===== src/hdl/frm_defines.svh =====
// Offsets, field positions, reset values and timing counts of the
// flash read-mode interface. Included by the package and the design.
`ifndef FRM_DEFINES_SVH
`define FRM_DEFINES_SVH

// ============================================================
// Widths
`define FRM_AW 23
`define FRM_DW 16
`define FRM_CW 18

// ============================================================
// Register offsets (byte addresses)
`define FRM_OFS_CFG 8'h00
`define FRM_OFS_STAT 8'h04

// ============================================================
// Configuration field positions
`define FRM_ASYNC_SEL_BIT 15
`define FRM_LAT_HI 13
`define FRM_LAT_LO 11
`define FRM_HOLD_POL 10
`define FRM_HOLD_TWO 9
`define FRM_EDGE_SEL 6
`define FRM_HOLD_FN 4
`define FRM_WRAP_OFF 3
`define FRM_LEN_HI 2
`define FRM_LEN_LO 0
`define FRM_SPACE_HI 17
`define FRM_SPACE_LO 16

// Burst length codes
`define FRM_LEN_4 3'h1
`define FRM_LEN_8 3'h2
`define FRM_LEN_16 3'h3
`define FRM_LEN_CONT 3'h7

// Power-on: synchronous, latency 2, rising edge, continuous, wait active low
`define FRM_CFG_RST 18'h01007

// ============================================================
// Timing
`define FRM_CLK_MHZ 100
`define FRM_STBY_NS 150
`define FRM_STBY_CYC ((`FRM_STBY_NS * `FRM_CLK_MHZ + 999) / 1000)
`define FRM_PWR_EDGES 2'h3

`endif


===== src/hdl/_unused_placeholder_removed.sv =====
`timescale 1ns/10ps
`default_nettype none
`default_nettype wire


===== src/hdl/frm_pkg.sv =====
// Types of the flash read-mode interface.
// Assumes frm_defines.svh is on the include path.
`include "frm_defines.svh"

package frm_pkg;

  // Read spaces selected by the last command
  typedef enum logic [1:0] {
    SP_ARRAY,
    SP_STATUS,
    SP_CFI,
    SP_SIG
  } frm_space_t;

  typedef enum logic [2:0] {
    ST_IDLE,
    ST_ACC,
    ST_AOUT,
    ST_LAT,
    ST_DATA,
    ST_XWAIT,
    ST_END
  } frm_st_t;

  // Flash control pins arriving from the host
  typedef struct packed {
    logic ce_n;
    logic oe_n;
    logic le_n;
    logic k;
    logic [`FRM_AW-1:0] addr;
  } frm_pin_in_t;

  // Driven pins toward the host
  typedef struct packed {
    logic [`FRM_DW-1:0] dq;
    logic dq_oe;
    logic wt;
    logic wt_oe;
  } frm_pin_out_t;

  typedef struct packed {
    frm_pin_in_t m;
    frm_pin_in_t s;
    logic ce_d;
    logic le_d;
    logic k_d;
    logic [`FRM_CW-1:0] cfg;
    logic [31:0] prdata;
    frm_st_t st;
    logic [`FRM_AW-1:0] addr;
    logic [`FRM_AW-1:0] last_addr;
    logic [3:0] start_lo;
    logic [7:0] cnt;
    logic [4:0] beat;
    logic hold_ph;
    logic crossed;
    logic wait_act;
    logic armed;
    logic [`FRM_AW-3:0] page_tag;
    logic page_ok;
    logic [7:0] idle_cnt;
    logic standby;
    logic [1:0] pwr_cnt;
    logic pwr_done;
    logic [`FRM_DW-1:0] dq;
  } frm_state_t;

endpackage : frm_pkg


===== src/hdl/frm_read_if.sv =====
// Operation
// - Async reads only when async select set
// - Async data source follows last command
// - Four-word page buffer, short page access
// - Standby after 150 ns bus inactivity, async mode only
// - Wait held deasserted in async mode
// - Burst starts at first valid edge
// - Internal increment after first-data latency
// - Lengths 4, 8, 16 or continuous
// - Hold bit: words last one or two
// - Sequential, wrap inside boundary or continue
// - Wrap-off zero wraps, one does not
// - Aligned start: same order both ways
// - Wait in latency, stalls, burst end
// - Continuous burst stalls at 16-word crossing
// - Stall count equals start offset, once
// - Polarity bit sets wait active level
// - Suspend keeps sensing and latched data
// - Resume where the burst stopped
// - Wait floats while output enable high
// - Single read repeats the same word
// - Non-array spaces use single reads
// - Power-up latch on third rising edge
//
// Read side of a NOR flash: host pins on PIN_IN/PIN_OUT, array and
// non-array data on ARR_/ALT_ ports (valid one cycle after address),
// configuration over APB. All host pins are asynchronous to SYS_CLK.
// CFG at 0x00: [17:16] read space, [15] async select, [13:11]
// first-data latency (0 acts as 1), [10] wait polarity, [9] two-cycle
// hold, [6] valid edge, [4] pin function, [3] wrap off, [2:0] length.
// STAT at 0x04, read only: [15] standby, [14] wait, [13] crossed,
// [12:10] state, [9:5] beat, [4:0] counter low bits.
// Unmapped addresses answer with PSLVERR and read zero.
//
// The implementer's own choices: the placing of the registers and the APB slave port.
`timescale 1ns/10ps
`default_nettype none
`include "frm_defines.svh"

module frm_read_if #(
  parameter int RAND_NS = 80,
  parameter int PAGE_NS = 30
) (
  input wire logic SYS_CLK,
  input wire logic NRST,
  input wire logic PSEL,
  input wire logic PENABLE,
  input wire logic PWRITE,
  input wire logic [7:0] PADDR,
  input wire logic [31:0] PWDATA,
  output logic [31:0] PRDATA,
  output logic PREADY,
  output logic PSLVERR,
  input wire frm_pkg::frm_pin_in_t PIN_IN,
  output frm_pkg::frm_pin_out_t PIN_OUT,
  output logic [`FRM_AW-1:0] ARR_ADDR,
  input wire logic [`FRM_DW-1:0] ARR_RDATA,
  output frm_pkg::frm_space_t ALT_SPACE,
  input wire logic [`FRM_DW-1:0] ALT_RDATA,
  output logic STANDBY
);
  import frm_pkg::*;

  // Access counts round up; at least two so the data port has settled
  localparam int RAND_RAW = (RAND_NS * `FRM_CLK_MHZ + 999) / 1000;
  localparam int PAGE_RAW = (PAGE_NS * `FRM_CLK_MHZ + 999) / 1000;
  localparam logic [7:0] RAND_CYC = 8'(RAND_RAW < 2 ? 2 : RAND_RAW);
  localparam logic [7:0] PAGE_CYC = 8'(PAGE_RAW < 2 ? 2 : PAGE_RAW);
  localparam logic [7:0] STBY_CYC = 8'(`FRM_STBY_CYC);

  frm_state_t r;
  frm_state_t n;

  logic async_mode;
  logic [2:0] len;
  logic cont;
  logic wrap_on;
  logic single;
  logic vedge;
  logic rise;
  logic ce_fall;
  logic le_fall;
  logic activity;
  logic [`FRM_AW-1:0] msk;
  logic [`FRM_AW-1:0] inc;
  logic [`FRM_AW-1:0] nxt;
  logic [4:0] len_words;
  logic [`FRM_DW-1:0] src;
  logic [7:0] lat;
  logic wr_acc;
  logic rd_setup;
  logic hit;
  logic wait_lvl;

  // ============================================================
  // Configuration decode
  always_comb begin
    async_mode = r.cfg[`FRM_ASYNC_SEL_BIT];
    len = r.cfg[`FRM_LEN_HI:`FRM_LEN_LO];
    cont = (len == `FRM_LEN_CONT);
    // Wrap only applies to fixed lengths
    wrap_on = !r.cfg[`FRM_WRAP_OFF] && !cont;
    single = (r.cfg[`FRM_SPACE_HI:`FRM_SPACE_LO] != 2'(SP_ARRAY));
    lat = {5'h0, r.cfg[`FRM_LAT_HI:`FRM_LAT_LO]};
    if (lat == 8'h0) begin
      lat = 8'h1;
    end
    case (len)
      `FRM_LEN_4: begin
        len_words = 5'h4;
        msk = `FRM_AW'(4'h3);
      end
      `FRM_LEN_8: begin
        len_words = 5'h8;
        msk = `FRM_AW'(4'h7);
      end
      `FRM_LEN_16: begin
        len_words = 5'h10;
        msk = `FRM_AW'(4'hf);
      end
      default: begin
        len_words = 5'h0;
        msk = '1;
      end
    endcase
    if (!wrap_on) begin
      msk = '1;
    end
    inc = r.addr + `FRM_AW'(1);
    // Aligned starts give the same sequence either way
    nxt = (r.addr & ~msk) | (inc & msk);
    src = single ? ALT_RDATA : ARR_RDATA;
  end

  // ============================================================
  // Pin events, taken only from the second synchroniser stage
  always_comb begin
    rise = r.s.k && !r.k_d;
    vedge = r.cfg[`FRM_EDGE_SEL] ? (!r.s.k && r.k_d) : rise;
    ce_fall = !r.s.ce_n && r.ce_d;
    le_fall = !r.s.le_n && r.le_d;
    activity = ce_fall || (r.s.ce_n != r.ce_d) ||
               (r.s.addr != r.last_addr);
    hit = r.page_ok && (r.s.addr[`FRM_AW-1:2] == r.page_tag);
    wr_acc = PSEL && PENABLE && PWRITE;
    rd_setup = PSEL && !PENABLE && !PWRITE;
  end

  // ============================================================
  // Next state
  always_comb begin
    n = r;
    n.m = PIN_IN;
    n.s = r.m;
    n.ce_d = r.s.ce_n;
    n.le_d = r.s.le_n;
    n.k_d = r.s.k;

    // APB register file
    if (wr_acc && PADDR == `FRM_OFS_CFG) begin
      n.cfg = PWDATA[`FRM_CW-1:0];
    end
    if (rd_setup) begin
      case (PADDR)
        `FRM_OFS_CFG: n.prdata = {14'h0, r.cfg};
        `FRM_OFS_STAT: n.prdata = {16'h0, r.standby, r.wait_act,
                                   r.crossed, r.st, r.beat, r.cnt[4:0]};
        default: n.prdata = 32'h0;
      endcase
    end

    // Bus inactivity timer; outputs stay driven in standby
    if (activity || !async_mode) begin
      n.idle_cnt = 8'h0;
      n.standby = 1'b0;
    end else if (r.idle_cnt < STBY_CYC) begin
      n.idle_cnt = r.idle_cnt + 8'h1;
    end else begin
      n.standby = 1'b1;
    end

    if (async_mode) begin
      // Clock ignored entirely here
      n.wait_act = 1'b0;
      n.armed = 1'b0;
      if (r.s.ce_n) begin
        n.st = ST_IDLE;
      end else if (ce_fall || r.s.addr != r.last_addr) begin
        n.last_addr = r.s.addr;
        n.addr = r.s.addr;
        n.cnt = hit ? PAGE_CYC : RAND_CYC;
        // Any upper-bit change loads a fresh page
        n.page_tag = r.s.addr[`FRM_AW-1:2];
        n.page_ok = 1'b1;
        n.st = ST_ACC;
      end else if (r.st == ST_ACC) begin
        n.cnt = r.cnt - 8'h1;
        if (r.cnt <= 8'h1) begin
          n.dq = src;
          n.st = ST_AOUT;
        end
      end
    end else begin
      n.page_ok = 1'b0;
      n.last_addr = r.s.addr;
      if (!r.s.ce_n && (ce_fall || le_fall) && !r.s.le_n) begin
        n.armed = 1'b1;
      end
      if (r.s.ce_n) begin
        n.st = ST_IDLE;
        n.armed = 1'b0;
        n.wait_act = 1'b0;
      end else if (vedge && r.armed) begin
        // Later of the two falls has passed: start a new burst
        n.armed = 1'b0;
        n.addr = r.s.addr;
        n.start_lo = r.s.addr[3:0];
        n.cnt = lat;
        n.beat = 5'h0;
        n.hold_ph = 1'b0;
        n.crossed = 1'b0;
        n.wait_act = 1'b1;
        n.pwr_done = 1'b1;
        n.st = ST_LAT;
      end else if (!r.pwr_done && rise && r.s.le_n && !r.s.oe_n) begin
        // Power-on burst with no latch pulse
        n.pwr_cnt = r.pwr_cnt + 2'h1;
        if (r.pwr_cnt + 2'h1 == `FRM_PWR_EDGES) begin
          n.pwr_done = 1'b1;
          n.addr = r.s.addr;
          n.start_lo = r.s.addr[3:0];
          n.cnt = lat;
          n.beat = 5'h0;
          n.hold_ph = 1'b0;
          n.crossed = 1'b0;
          n.wait_act = 1'b1;
          n.st = ST_LAT;
        end
      end else if (vedge) begin
        // No edges while suspended, so all state simply holds
        case (r.st)
          ST_LAT: begin
            n.cnt = r.cnt - 8'h1;
            if (r.cnt <= 8'h1) begin
              n.dq = src;
              n.wait_act = 1'b0;
              n.st = ST_DATA;
            end
          end
          ST_DATA: begin
            if (r.cfg[`FRM_HOLD_TWO] && !r.hold_ph) begin
              n.hold_ph = 1'b1;
            end else begin
              n.hold_ph = 1'b0;
              n.beat = r.beat + 5'h1;
              // Single reads count beats but keep their word
              if (!single) begin
                n.addr = nxt;
              end
              if (!cont && r.beat + 5'h1 == len_words) begin
                n.wait_act = 1'b1;
                n.st = ST_END;
              end else if (!single && !wrap_on && !r.crossed &&
                           nxt[3:0] == 4'h0 &&
                           r.start_lo[1:0] != 2'h0) begin
                n.crossed = 1'b1;
                n.cnt = {6'h0, r.start_lo[1:0]};
                n.wait_act = 1'b1;
                n.st = ST_XWAIT;
              end else begin
                if (!wrap_on && nxt[3:0] == 4'h0) begin
                  n.crossed = 1'b1;
                end
                // Array was fed nxt ahead of this edge, so it has settled
                n.dq = src;
              end
            end
          end
          ST_XWAIT: begin
            n.cnt = r.cnt - 8'h1;
            if (r.cnt <= 8'h1) begin
              n.dq = src;
              n.wait_act = 1'b0;
              n.st = ST_DATA;
            end
          end
          default: begin
          end
        endcase
      end
    end
  end

  // ============================================================
  // State register
  always_ff @(posedge SYS_CLK) begin
    if (!NRST) begin
      r <= '0;
      r.cfg <= `FRM_CFG_RST;
      // Pins read idle after reset so no false enable edge follows it
      r.m <= {3'h7, 1'b0, `FRM_AW'(0)};
      r.s <= {3'h7, 1'b0, `FRM_AW'(0)};
      r.ce_d <= 1'b1;
      r.le_d <= 1'b1;
    end else begin
      r <= n;
    end
  end

  // ============================================================
  // Outputs
  always_comb begin
    PREADY = 1'b1;
    PSLVERR = PSEL && PENABLE && (PADDR != `FRM_OFS_CFG) &&
              (PADDR != `FRM_OFS_STAT);
    PRDATA = r.prdata;
    // In data phase the array is fed the next address ahead of its edge
    ARR_ADDR = (r.st == ST_DATA) ? nxt : r.addr;
    ALT_SPACE = frm_space_t'(r.cfg[`FRM_SPACE_HI:`FRM_SPACE_LO]);
    STANDBY = r.standby;
    // Ready function drives the pin inactive; only wait is served here
    wait_lvl = r.wait_act && !r.cfg[`FRM_HOLD_FN] && !async_mode &&
               !r.s.oe_n;
    PIN_OUT.dq = r.dq;
    PIN_OUT.dq_oe = !r.s.ce_n && !r.s.oe_n;
    PIN_OUT.wt = r.cfg[`FRM_HOLD_POL] ? wait_lvl : !wait_lvl;
    // Gated by chip enable, released once output enable rises
    PIN_OUT.wt_oe = !r.s.ce_n && !r.s.oe_n;
  end

endmodule : frm_read_if
`default_nettype wire


===== config.mk =====
export PLATFORM = sky130hd
export DESIGN_NAME = frm_read_if
export DESIGN_NICKNAME = d
export VERILOG_FILES = /design/src/hdl/_unused_placeholder_removed.sv /design/src/hdl/frm_pkg.sv /design/src/hdl/frm_read_if.sv
export VERILOG_INCLUDE_DIRS = /design/src /design/src/hdl
export SDC_FILE = /design/constraint.sdc
export NUM_CORES = 1
export LEC_CHECK = 0
export BUFFER_PORTS_ARGS = -buffer_cell sky130_fd_sc_hd__buf_2
export CAP_MARGIN = 20
export CELL_PAD_IN_SITES_DETAIL_PLACEMENT = 2
export CELL_PAD_IN_SITES_GLOBAL_PLACEMENT = 2
export CORE_ASPECT_RATIO = 1.1
export CORE_UTILIZATION = 30
export CTS_CLUSTER_SIZE = 30
export DETAILED_ROUTE_END_ITERATION = 10
export PLACE_DENSITY = 0.83
export SETUP_SLACK_MARGIN = 0.2
export SLEW_MARGIN = 20
export SYNTH_ARGS = -nofsm -noshare
export SYNTH_HDL_FRONTEND = slang
export SYNTH_SLANG_ARGS = --single-unit

===== constraint.sdc =====
create_clock -name SYS_CLK -period 2.6 [get_ports SYS_CLK]
set_clock_uncertainty 0.05 [all_clocks]
set_input_delay 0.13 -clock SYS_CLK [delete_from_list [all_inputs] [get_ports SYS_CLK]]
set_output_delay 0.13 -clock SYS_CLK [all_outputs]
set_load 0.005 [all_outputs]

# Word level (Yosys, flattened, before mapping)
# Cells that the tools add are included.
# word_totals
register_bits	225
latch_bits	0
ram_bits	0
romBits	0
out_inout_bits	79
mem_count	0
# classes
n_addsub	5
multipliers	0
div	0
magnitude_cmp	2
eq_ne	43
n_shift	0
muxes	70
bitwise	8
n_reduce_logical	89
# op_table
op	count
two-way mux 16 bit	15
two-way mux 26 bit	5
two-way mux 23 bit	5
two-way mux 46 bit	2
one-hot mux 23 bit (3 select lines)	1
two-way mux 49 bit	1
two-way mux 8 bit	6
bitwise AND 23 bit	2
two-way mux 18 bit	2
one-hot mux 18 bit (2 select lines)	1
one-hot mux 16 bit (2 select lines)	1
logical AND 1 bit	30
two-way mux 3 bit	10
AND reduction 8 bit	3
adder 23 x 1 -> 23 bit (second input constant)	1
inequality test 23 bit	1
NOT 23 bit	1
OR 23 bit	1
equality test 21 bit	1
inequality test 5 bit (second input constant)	4
logical NOT 1 bit	17
one-hot mux 8 bit (2 select lines)	1
nonzero test 4 bit	4
two-way mux 15 bit	1
other kinds (55)	101

# Logic depth before layout (Yosys ltp)
# Gate-level depths: netlist of the first run.
# depth
ltp_word	19
mapped_depth	10
depth_no_buf	8

# Least setup slack after synthesis of the first run
# No wires, ideal clock.
# synth_timing
kind	register to register
startpoint	register r[54] (netlist bit)
endpoint	register r, in the netlist PIN_OUT[10]
t_arrival_ps	2434
required_ps	2478
path_slack_ps	44
stages_incl_launch_ff	11
period_less_slack_ps	2556
path_cell_list	dfxtp_1 ha_1 nand3_1 xnor2_1 or4b_1 a31oi_2 nand2b_1 a2111o_1 buf_4 buf_6 mux2i_1
# synth_via
elab_chain_len	5
# synth_rtl
item	line	rtl
start: declaration	frm_read_if.sv:71	frm_state_t r;
start signal: assignment	frm_read_if.sv:306	r <= n;
adder 5 x 1 -> 5 bit	frm_read_if.sv:260	if (!cont && r.beat + 5'h1 == len_words) begin
equality test 5 bit	frm_read_if.sv:260	
logical AND 1 bit	frm_read_if.sv:260	
inequality test 3 bit (no line)	--	
AND reduction 10 bit (no line)	--	
# Every way passes these cells.
# A chain may end at the register's enable or synchronous reset.

# Final worst setup path of the first run
# layout_timing
startpoint	register r[92] (netlist bit)
endpoint	register r[45] (netlist bit)
# layout_via
elab_chain_len	3
# layout_rtl
item	line	rtl
inequality test 23 bit	frm_read_if.sv:188	end else if (ce_fall || r.s.addr != r.last_addr) begin
logical OR 1 bit	frm_read_if.sv:188	
AND reduction 3 bit (no line)	--	
# Every way passes these cells.

==> impl_metrics.yaml, run 1 <==
synth:
  syn_area_sq_um: 10600
  synth-main-ff-cell: "dfxtp_1"
  netlist.area_leader.share: 0.400
  yosys.area.top_type: "dfxtp_1"
  synth.distinct_cells: 81
  synth-edff-count: 0
  syn_inst: 1247
  synth_seq_area_share: 0.400
  synth.area.top_cells: "dfxtp_1 (40%), mux2i_1 (6.3%), nand2_1 (6.0%)"
  ys_ff_latch: 211
  synth_commonest_cells: "dfxtp_1 (211), nand2_1 (170), nor2_1 (122), a21oi_1 (81), mux2i_1 (66)"
  synth-async-reset-ratio: 0
  avgSynthCellArea_sq_um: 8.47
  synth_warnings: 0
  synth.most_common_cell: "dfxtp_1"
cts:
  h-tree-depth: 1
  cts.sinks: 211
  cts_tree: "built"
  clockBufferDepth: 3
  cts_buffers: 24
  clkTransAtPathRegs_ns: 0.06
  clock-root-buffer: "clkbuf_16"
  clkLatencyLatePin_ns: 0.58
pwr:
  p_clk_frac: 0.489
  swShare: 0.250
  cellPowerDensity_nw_per_um2: 502
  power_switching_mw: 1.91
  max-vdd-ir-drop_uv: 536
  pwr-share-seq: 0.434
  power.share.combinational: 0.077
  p_leak_nw: 6.42
  p_int_mw: 5.74
floorplan:
  io_pins: 183
  row_count: 71
  start_util: 0.307
  core_area_sq_um: 34400
  die_x_um: 181
  dieArea_sq_um: 35900
  dieHeight_um: 199
timing:
  drv_slew: 0
  post-route-period-util: 1.15
  rsz0062_at_grt: "yes"
  fmax_mhz: 334
  worst_slack_ns: -0.397
  layout_min_cycle_time_ns: 3.00
  setup_viol: 80
  hold_violations: 0
  relSlewSlack: 0.472
  tightest_slew_ns: 0.792
placement:
  placedInstanceArea_sq_um: 11900
  port_buffers: 153
  gp_congestion: 0.849
  place_hpwl_um: 25500
drt:
  wire_per_inst_um: 25.4
  drt_iter0_markers: 577
  drt-pass1-iter-count: 5
  routed_wirelength_um: 50600
  num_vias: 10800
  viasPerCell: 5.40
  route.detailed.drc: 0
  ant_nets: 0
setup_path:
  end_kind: "register"
  critical_path_class: "register to register"
  reg2reg_depth: 10
  critPathArrivalTime_ns: 3.37
  crit_required_ns: 2.98
  cp-start-kind: "register"
  crit_fanout: 5
worst_hold_path:
  hold_class: "primary input to register"
  hold_depth: 5
grt:
  track_usage: 0.230
  antenna_found_initial: 0
  grt-ovfl-total: 0
  grt_max_degree: 59
  grt_pass1_wl_um: 64700
  grt_pass1_vias: 11500
layout:
  fillerInstances: 3641
  finalNetCount: 1649
  postLayoutCellArea_sq_um: 15200
  fin_util: 0.443
  area.growth.synth_to_final_pct: 44.3
  drive_gt1_frac: 0.350
status:
  status: "finished with violations"
  violations: "negative setup slack"
job:
  drv_cap: 0
-- layout make-up --
type,instances,area [sq um],area share
Clock buffer,39,748,0.0491
Inverter,16,60.1,0.00394
Multi-Input combinational cell,904,6450,0.424
Antenna cell,1,2.50,0.000164
Clock inverter,5,103,0.00674
Timing Repair Buffer,379,3020,0.198
Tap cell,438,548,0.0360
Sequential cell,211,4300,0.282
-- path summary, 6_finish.rpt --
path | start | slack (ns) | to
max | r[92]$_SDFFE_PN0P_ | -0.40 | r[45]$_SDFFE_PN0P_
min | PADDR[0] | 0.06 | PRDATA[2]$_SDFFE_PN0P_
max reg2reg | r[92]$_SDFFE_PN0P_ | -0.40 | r[45]$_SDFFE_PN0P_
min reg2reg | n[197]$_SDFF_PN1_ | 0.36 | n[171]$_SDFF_PN1_
-- per-layer routing --
metal | global-route usage | share of wire | routed length [um] | vias up
met1 | 0.256 | 0.39 | 19600 | 5405
met3 | 0.0359 | 0.046 | 2350 | 160
met2 | 0.430 | 0.52 | 26300 | 416
li1 | - | - | - | 4789
met5 | 0 | 0 | 0 | -
met4 | 0.0988 | 0.048 | 2420 | 0
-- registers in the layout (all words and copies together) (netlist names) --
name        flops
ALT_SPACE       2
n              30
PIN_OUT        16
r             140
async_mode      1
PRDATA         18
len             3
STANDBY         1
-- worst max-delay path, stage by stage, from the launching register on --
cell	delay (ns)
dfxtp_2	0.33
nor2b_1	0.13
a2111oi_2	0.46
nand4_1	0.42
nor4_4	0.40
buf_4	0.20
or3_4	0.23
buf_6	0.14
buf_16	0.13
mux2i_1	0.25
nor2_1	0.10
-- power by group through the flow --
stage,clock network [mW],logic [mW],registers (mW)
5_1_grt,3.92,0.621,3.32
6_report,3.74,0.585,3.32
3_3_place_gp,0,0.375,3.38
3_5_place_dp,0,0.392,3.39
2_1_floorplan,0,0.217,3.38
4_1_cts,3.75,0.501,3.31
-- per-stage QoR --
| step | power, mW | std cells | worst slack, ns | TNS, ns | hold WS (ns) |
|---|---|---|---|---|---|
| floorplan | 3.60 | 1260 | 0.200 | 0 | 0.181 |
| global placement | 3.76 | 1800 | 0.0498 | 0 | 0.263 |
| detailed placement | 3.78 | 1800 | -0.109 | -1.98 | 0.267 |
| CTS | 7.56 | 1953 | -0.0710 | -1.05 | 0.0440 |
| global route | 7.86 | 1992 | -0.506 | -25.89 | 0.0794 |
| finish | 7.64 | 1993 | -0.397 | -16.72 | 0.0610 |
-- cell usage in the layout, fill, tap and decap left out, types with 7 or more instances in the layout --
cell,count
dfxtp_1,176
nand2_1,165
buf_2,152
nor2_1,110
buf_4,104
dlygate4sd3_1,81
a21oi_1,68
and2_1,55
mux2i_1,54
nand3_1,40
xnor2_1,34
mux2_2,31
clkbuf_16,30
buf_6,25
xor2_1,23
dfxtp_2,23
nand4_1,20
nand2b_1,16
inv_1,15
conb_1,15
dfxtp_4,12
o21ai_0,11
nor3_1,11
a21oi_2,9
a31oi_1,9
mux2i_2,9
buf_12,8
nor2_4,7
o21ai_1,7
o211ai_1,7
ha_1,7
clkbuf_1,7
clkbuf_8,7
-- what timing repair did --
action / CTS / global route
hold buffers: 81 / 0
gates resized for setup: 87 / 147
pin swaps: 25 / 63
endpoints found under the hold margin: 74 / 0
cloned: 3 / 6
buffers inserted: 25 / 33
endpoints found under the setup margin: 108 / 115
-- cells by family (layout without fill, tap and decap cells) --
logic type	after synthesis	in the layout	share of synthesized area
buf+inv	145	439	0.0735
fa+ha+maj	9	9	0.0107
xor+xnor	69	69	0.0572
flops	211	211	0.400
mux	97	97	0.0956
simple gates	524	524	0.245
compound gates	190	190	0.117
other cells	2	16	0.000711
Note: power is estimated with default switching activity, not from simulation.
==> inputs of run 2 (changes only) <==
==> constraint.sdc (replaced) <==
create_clock -name SYS_CLK -period 2.6 [get_ports SYS_CLK]
set_clock_uncertainty 0.05 [all_clocks]
set_input_delay 0.39 -clock SYS_CLK [delete_from_list [all_inputs] [get_ports SYS_CLK]]
set_output_delay 0.39 -clock SYS_CLK [all_outputs]
set_load 0.005 [all_outputs]
==> run 2 against run 1 <==
The flow finishes with violations (negative hold slack, negative setup slack). Cell area rose by 2.5%. Largest cell class unchanged. Critical endpoint is now ARR_ADDR[19]. Core utilization grew 1.1 points. Non-clock buffer count is 2 higher. Power grew 3.5%. Hold slack lost 0.066 ns.
==> impl_metrics.yaml, run 2 (synthesized netlist as in run 1, its figures left out) <==
timing:
  whs_ns: -0.00483
  drv_slew: 0
  tightest_slew_ns: 0.809
  setup_tns_ns: -22.44
  fmax_mhz: 320
  relSlewSlack: 0.461
  post-route-period-util: 1.20
  worst_slack_ns: -0.526
  layout_min_cycle_time_ns: 3.13
  rsz0062_at_grt: "yes"
  setup_viol: 109
  hold_violations: 1
layout:
  layout_common_cells: "dfxtp_1 (176), nand2_1 (156), buf_2 (150)"
  largest_register_ffs: 140
  fin_util: 0.454
  postLayoutCellArea_sq_um: 15600
  finalNetCount: 1653
  largest-register: "r"
  drive_gt1_frac: 0.428
  insertedDiodeCount: 0
  final_common_cell: "dfxtp_1"
  area.growth.synth_to_final_pct: 47.9
floorplan:
  start_util: 0.307
  core_area_sq_um: 34400
  dieArea_sq_um: 35900
  io_pins: 183
  row_count: 71
  dieHeight_um: 199
  die_x_um: 181
setup_path:
  critical_path_class: "register to primary output"
  r2r-start: "r[92]$_SDFFE_PN0P_"
  reg2reg_depth: 11
  reg2reg_slack_ns: -0.39
  end_kind: "primary output"
  critPathArrivalTime_ns: 2.69
  crit_required_ns: 2.16
  r2r_end: "r[35]$_SDFFE_PN0P_"
  cp-start-kind: "register"
  crit_fanout: 3
cts:
  cts.sinks: 211
  clkTransAtPathRegs_ns: 0.06
  cts_tree: "built"
  cts_buffers: 26
  clockBufferDepth: 3
  clock-root-buffer: "clkbuf_16"
  h-tree-depth: 1
  clkLatencyLatePin_ns: 0.58
drt:
  route.detailed.drc: 0
  ant_nets: 0
  wire_per_inst_um: 28.7
  viasPerCell: 5.67
  num_vias: 11300
  drt-pass1-iter-count: 4
  drt_iter0_markers: 685
  routed_wirelength_um: 57400
job:
  drv_cap: 0
status:
  status: "finished with violations"
  violations: "negative hold slack, negative setup slack"
worst_hold_path:
  hold_path.startpoint: "PIN_IN[13]"
  hold_class: "primary input to register"
  holdPathEnd: "n[186]$_SDFF_PN0_"
  hold_depth: 2
grt:
  antenna_found_initial: 0
  grt_pass1_vias: 12100
  grt-ovfl-total: 0
  grt_max_degree: 52
  grt_pass1_wl_um: 74600
  track_usage: 0.269
placement:
  placedInstanceArea_sq_um: 12100
  port_buffers: 153
  gp_congestion: 0.847
  place_hpwl_um: 25500
pwr:
  cellPowerDensity_nw_per_um2: 507
  p_total_mw: 7.91
  p_leak_nw: 6.61
  max-vdd-ir-drop_uv: 488
==> run 2: cell type report <==
type                            count  area [sq um]
Clock inverter                     14           193
Clock buffer                       34           721
Timing Repair Buffer              381          3000
Inverter                           16          60.1
Fill cell                        3655         18800
Multi-Input combinational cell    904          6800
Sequential cell                   211          4290
Tap cell                          438           548
==> run 2: how the worst max path moves through the flow <==
stage | startpoint | endpoint | cells after the start | slack [ns]
6_report | r[98]$_SDFFE_PN0P_ | ARR_ADDR[19] | 9 | -0.53
5_1_grt | r[95]$_SDFFE_PN0P_ | ARR_ADDR[19] | 9 | -0.50
4_1_cts | len[1]$_SDFFE_PN1P_ | ARR_ADDR[19] | 10 | -0.32
3_5_place_dp | r[55]$_SDFFE_PN0P_ | PIN_OUT[7]$_SDFFE_PN0P_ | 9 | -0.06
3_3_place_gp | len[1]$_SDFFE_PN1P_ | r[62]$_SDFFE_PN0P_ | 8 | 0.04
2_1_floorplan | r[55]$_SDFFE_PN0P_ | PIN_OUT[10]$_SDFFE_PN0P_ | 10 | 0.20
==> run 2: routing by layer <==
layer / vias up / part of all wire / global-route usage
met5: - / 0 / 0
met4: 0 / 0.072 / 0.134
met3: 232 / 0.049 / 0.0388
met2: 566 / 0.50 / 0.498
met1: 5724 / 0.38 / 0.299
li1: 4809 / - / -
==> run 2: worst max-delay path, stage by stage (launching register included) <==
cell and delay, ns:
dfxtp_1 0.37, and3_4 0.23, o2111ai_4 0.15, nor2_2 0.18, nand4_1 0.18, or2_4 0.30
nor2_4 0.16, xor2_2 0.26, buf_4 0.18, buf_6 0.09
==> run 2: repair_timing <==
item	4_1_cts	5_1_grt
hold buffers	22	0
pin swaps	86	72
endpoints found under the setup margin	109	125
hold endpoints to repair	22	0
setup buffers	68	32
cloned	7	5
gates resized for setup	174	175
==> run 2: through the flow <==
step                cells  hold slack, ns  setup WS [ns]
CTS                  1961        0.000366         -0.317
detailed placement   1816           0.352        -0.0565
global placement     1816           0.344         0.0417
global route         1998          0.0109         -0.501
finish               1998        -0.00483         -0.526
floorplan            1260           0.336          0.200
==> run 2: report_power, final <==
group | switching [mW] | internal (mW) | total, mW | leakage [nW]
combinational | 0.301 | 0.240 | 0.541 | 4.44
sequential | 0.0453 | 3.28 | 3.32 | 1.73
clock | 1.69 | 2.36 | 4.05 | 0.442
total | 2.04 | 5.88 | 7.91 | 6.61
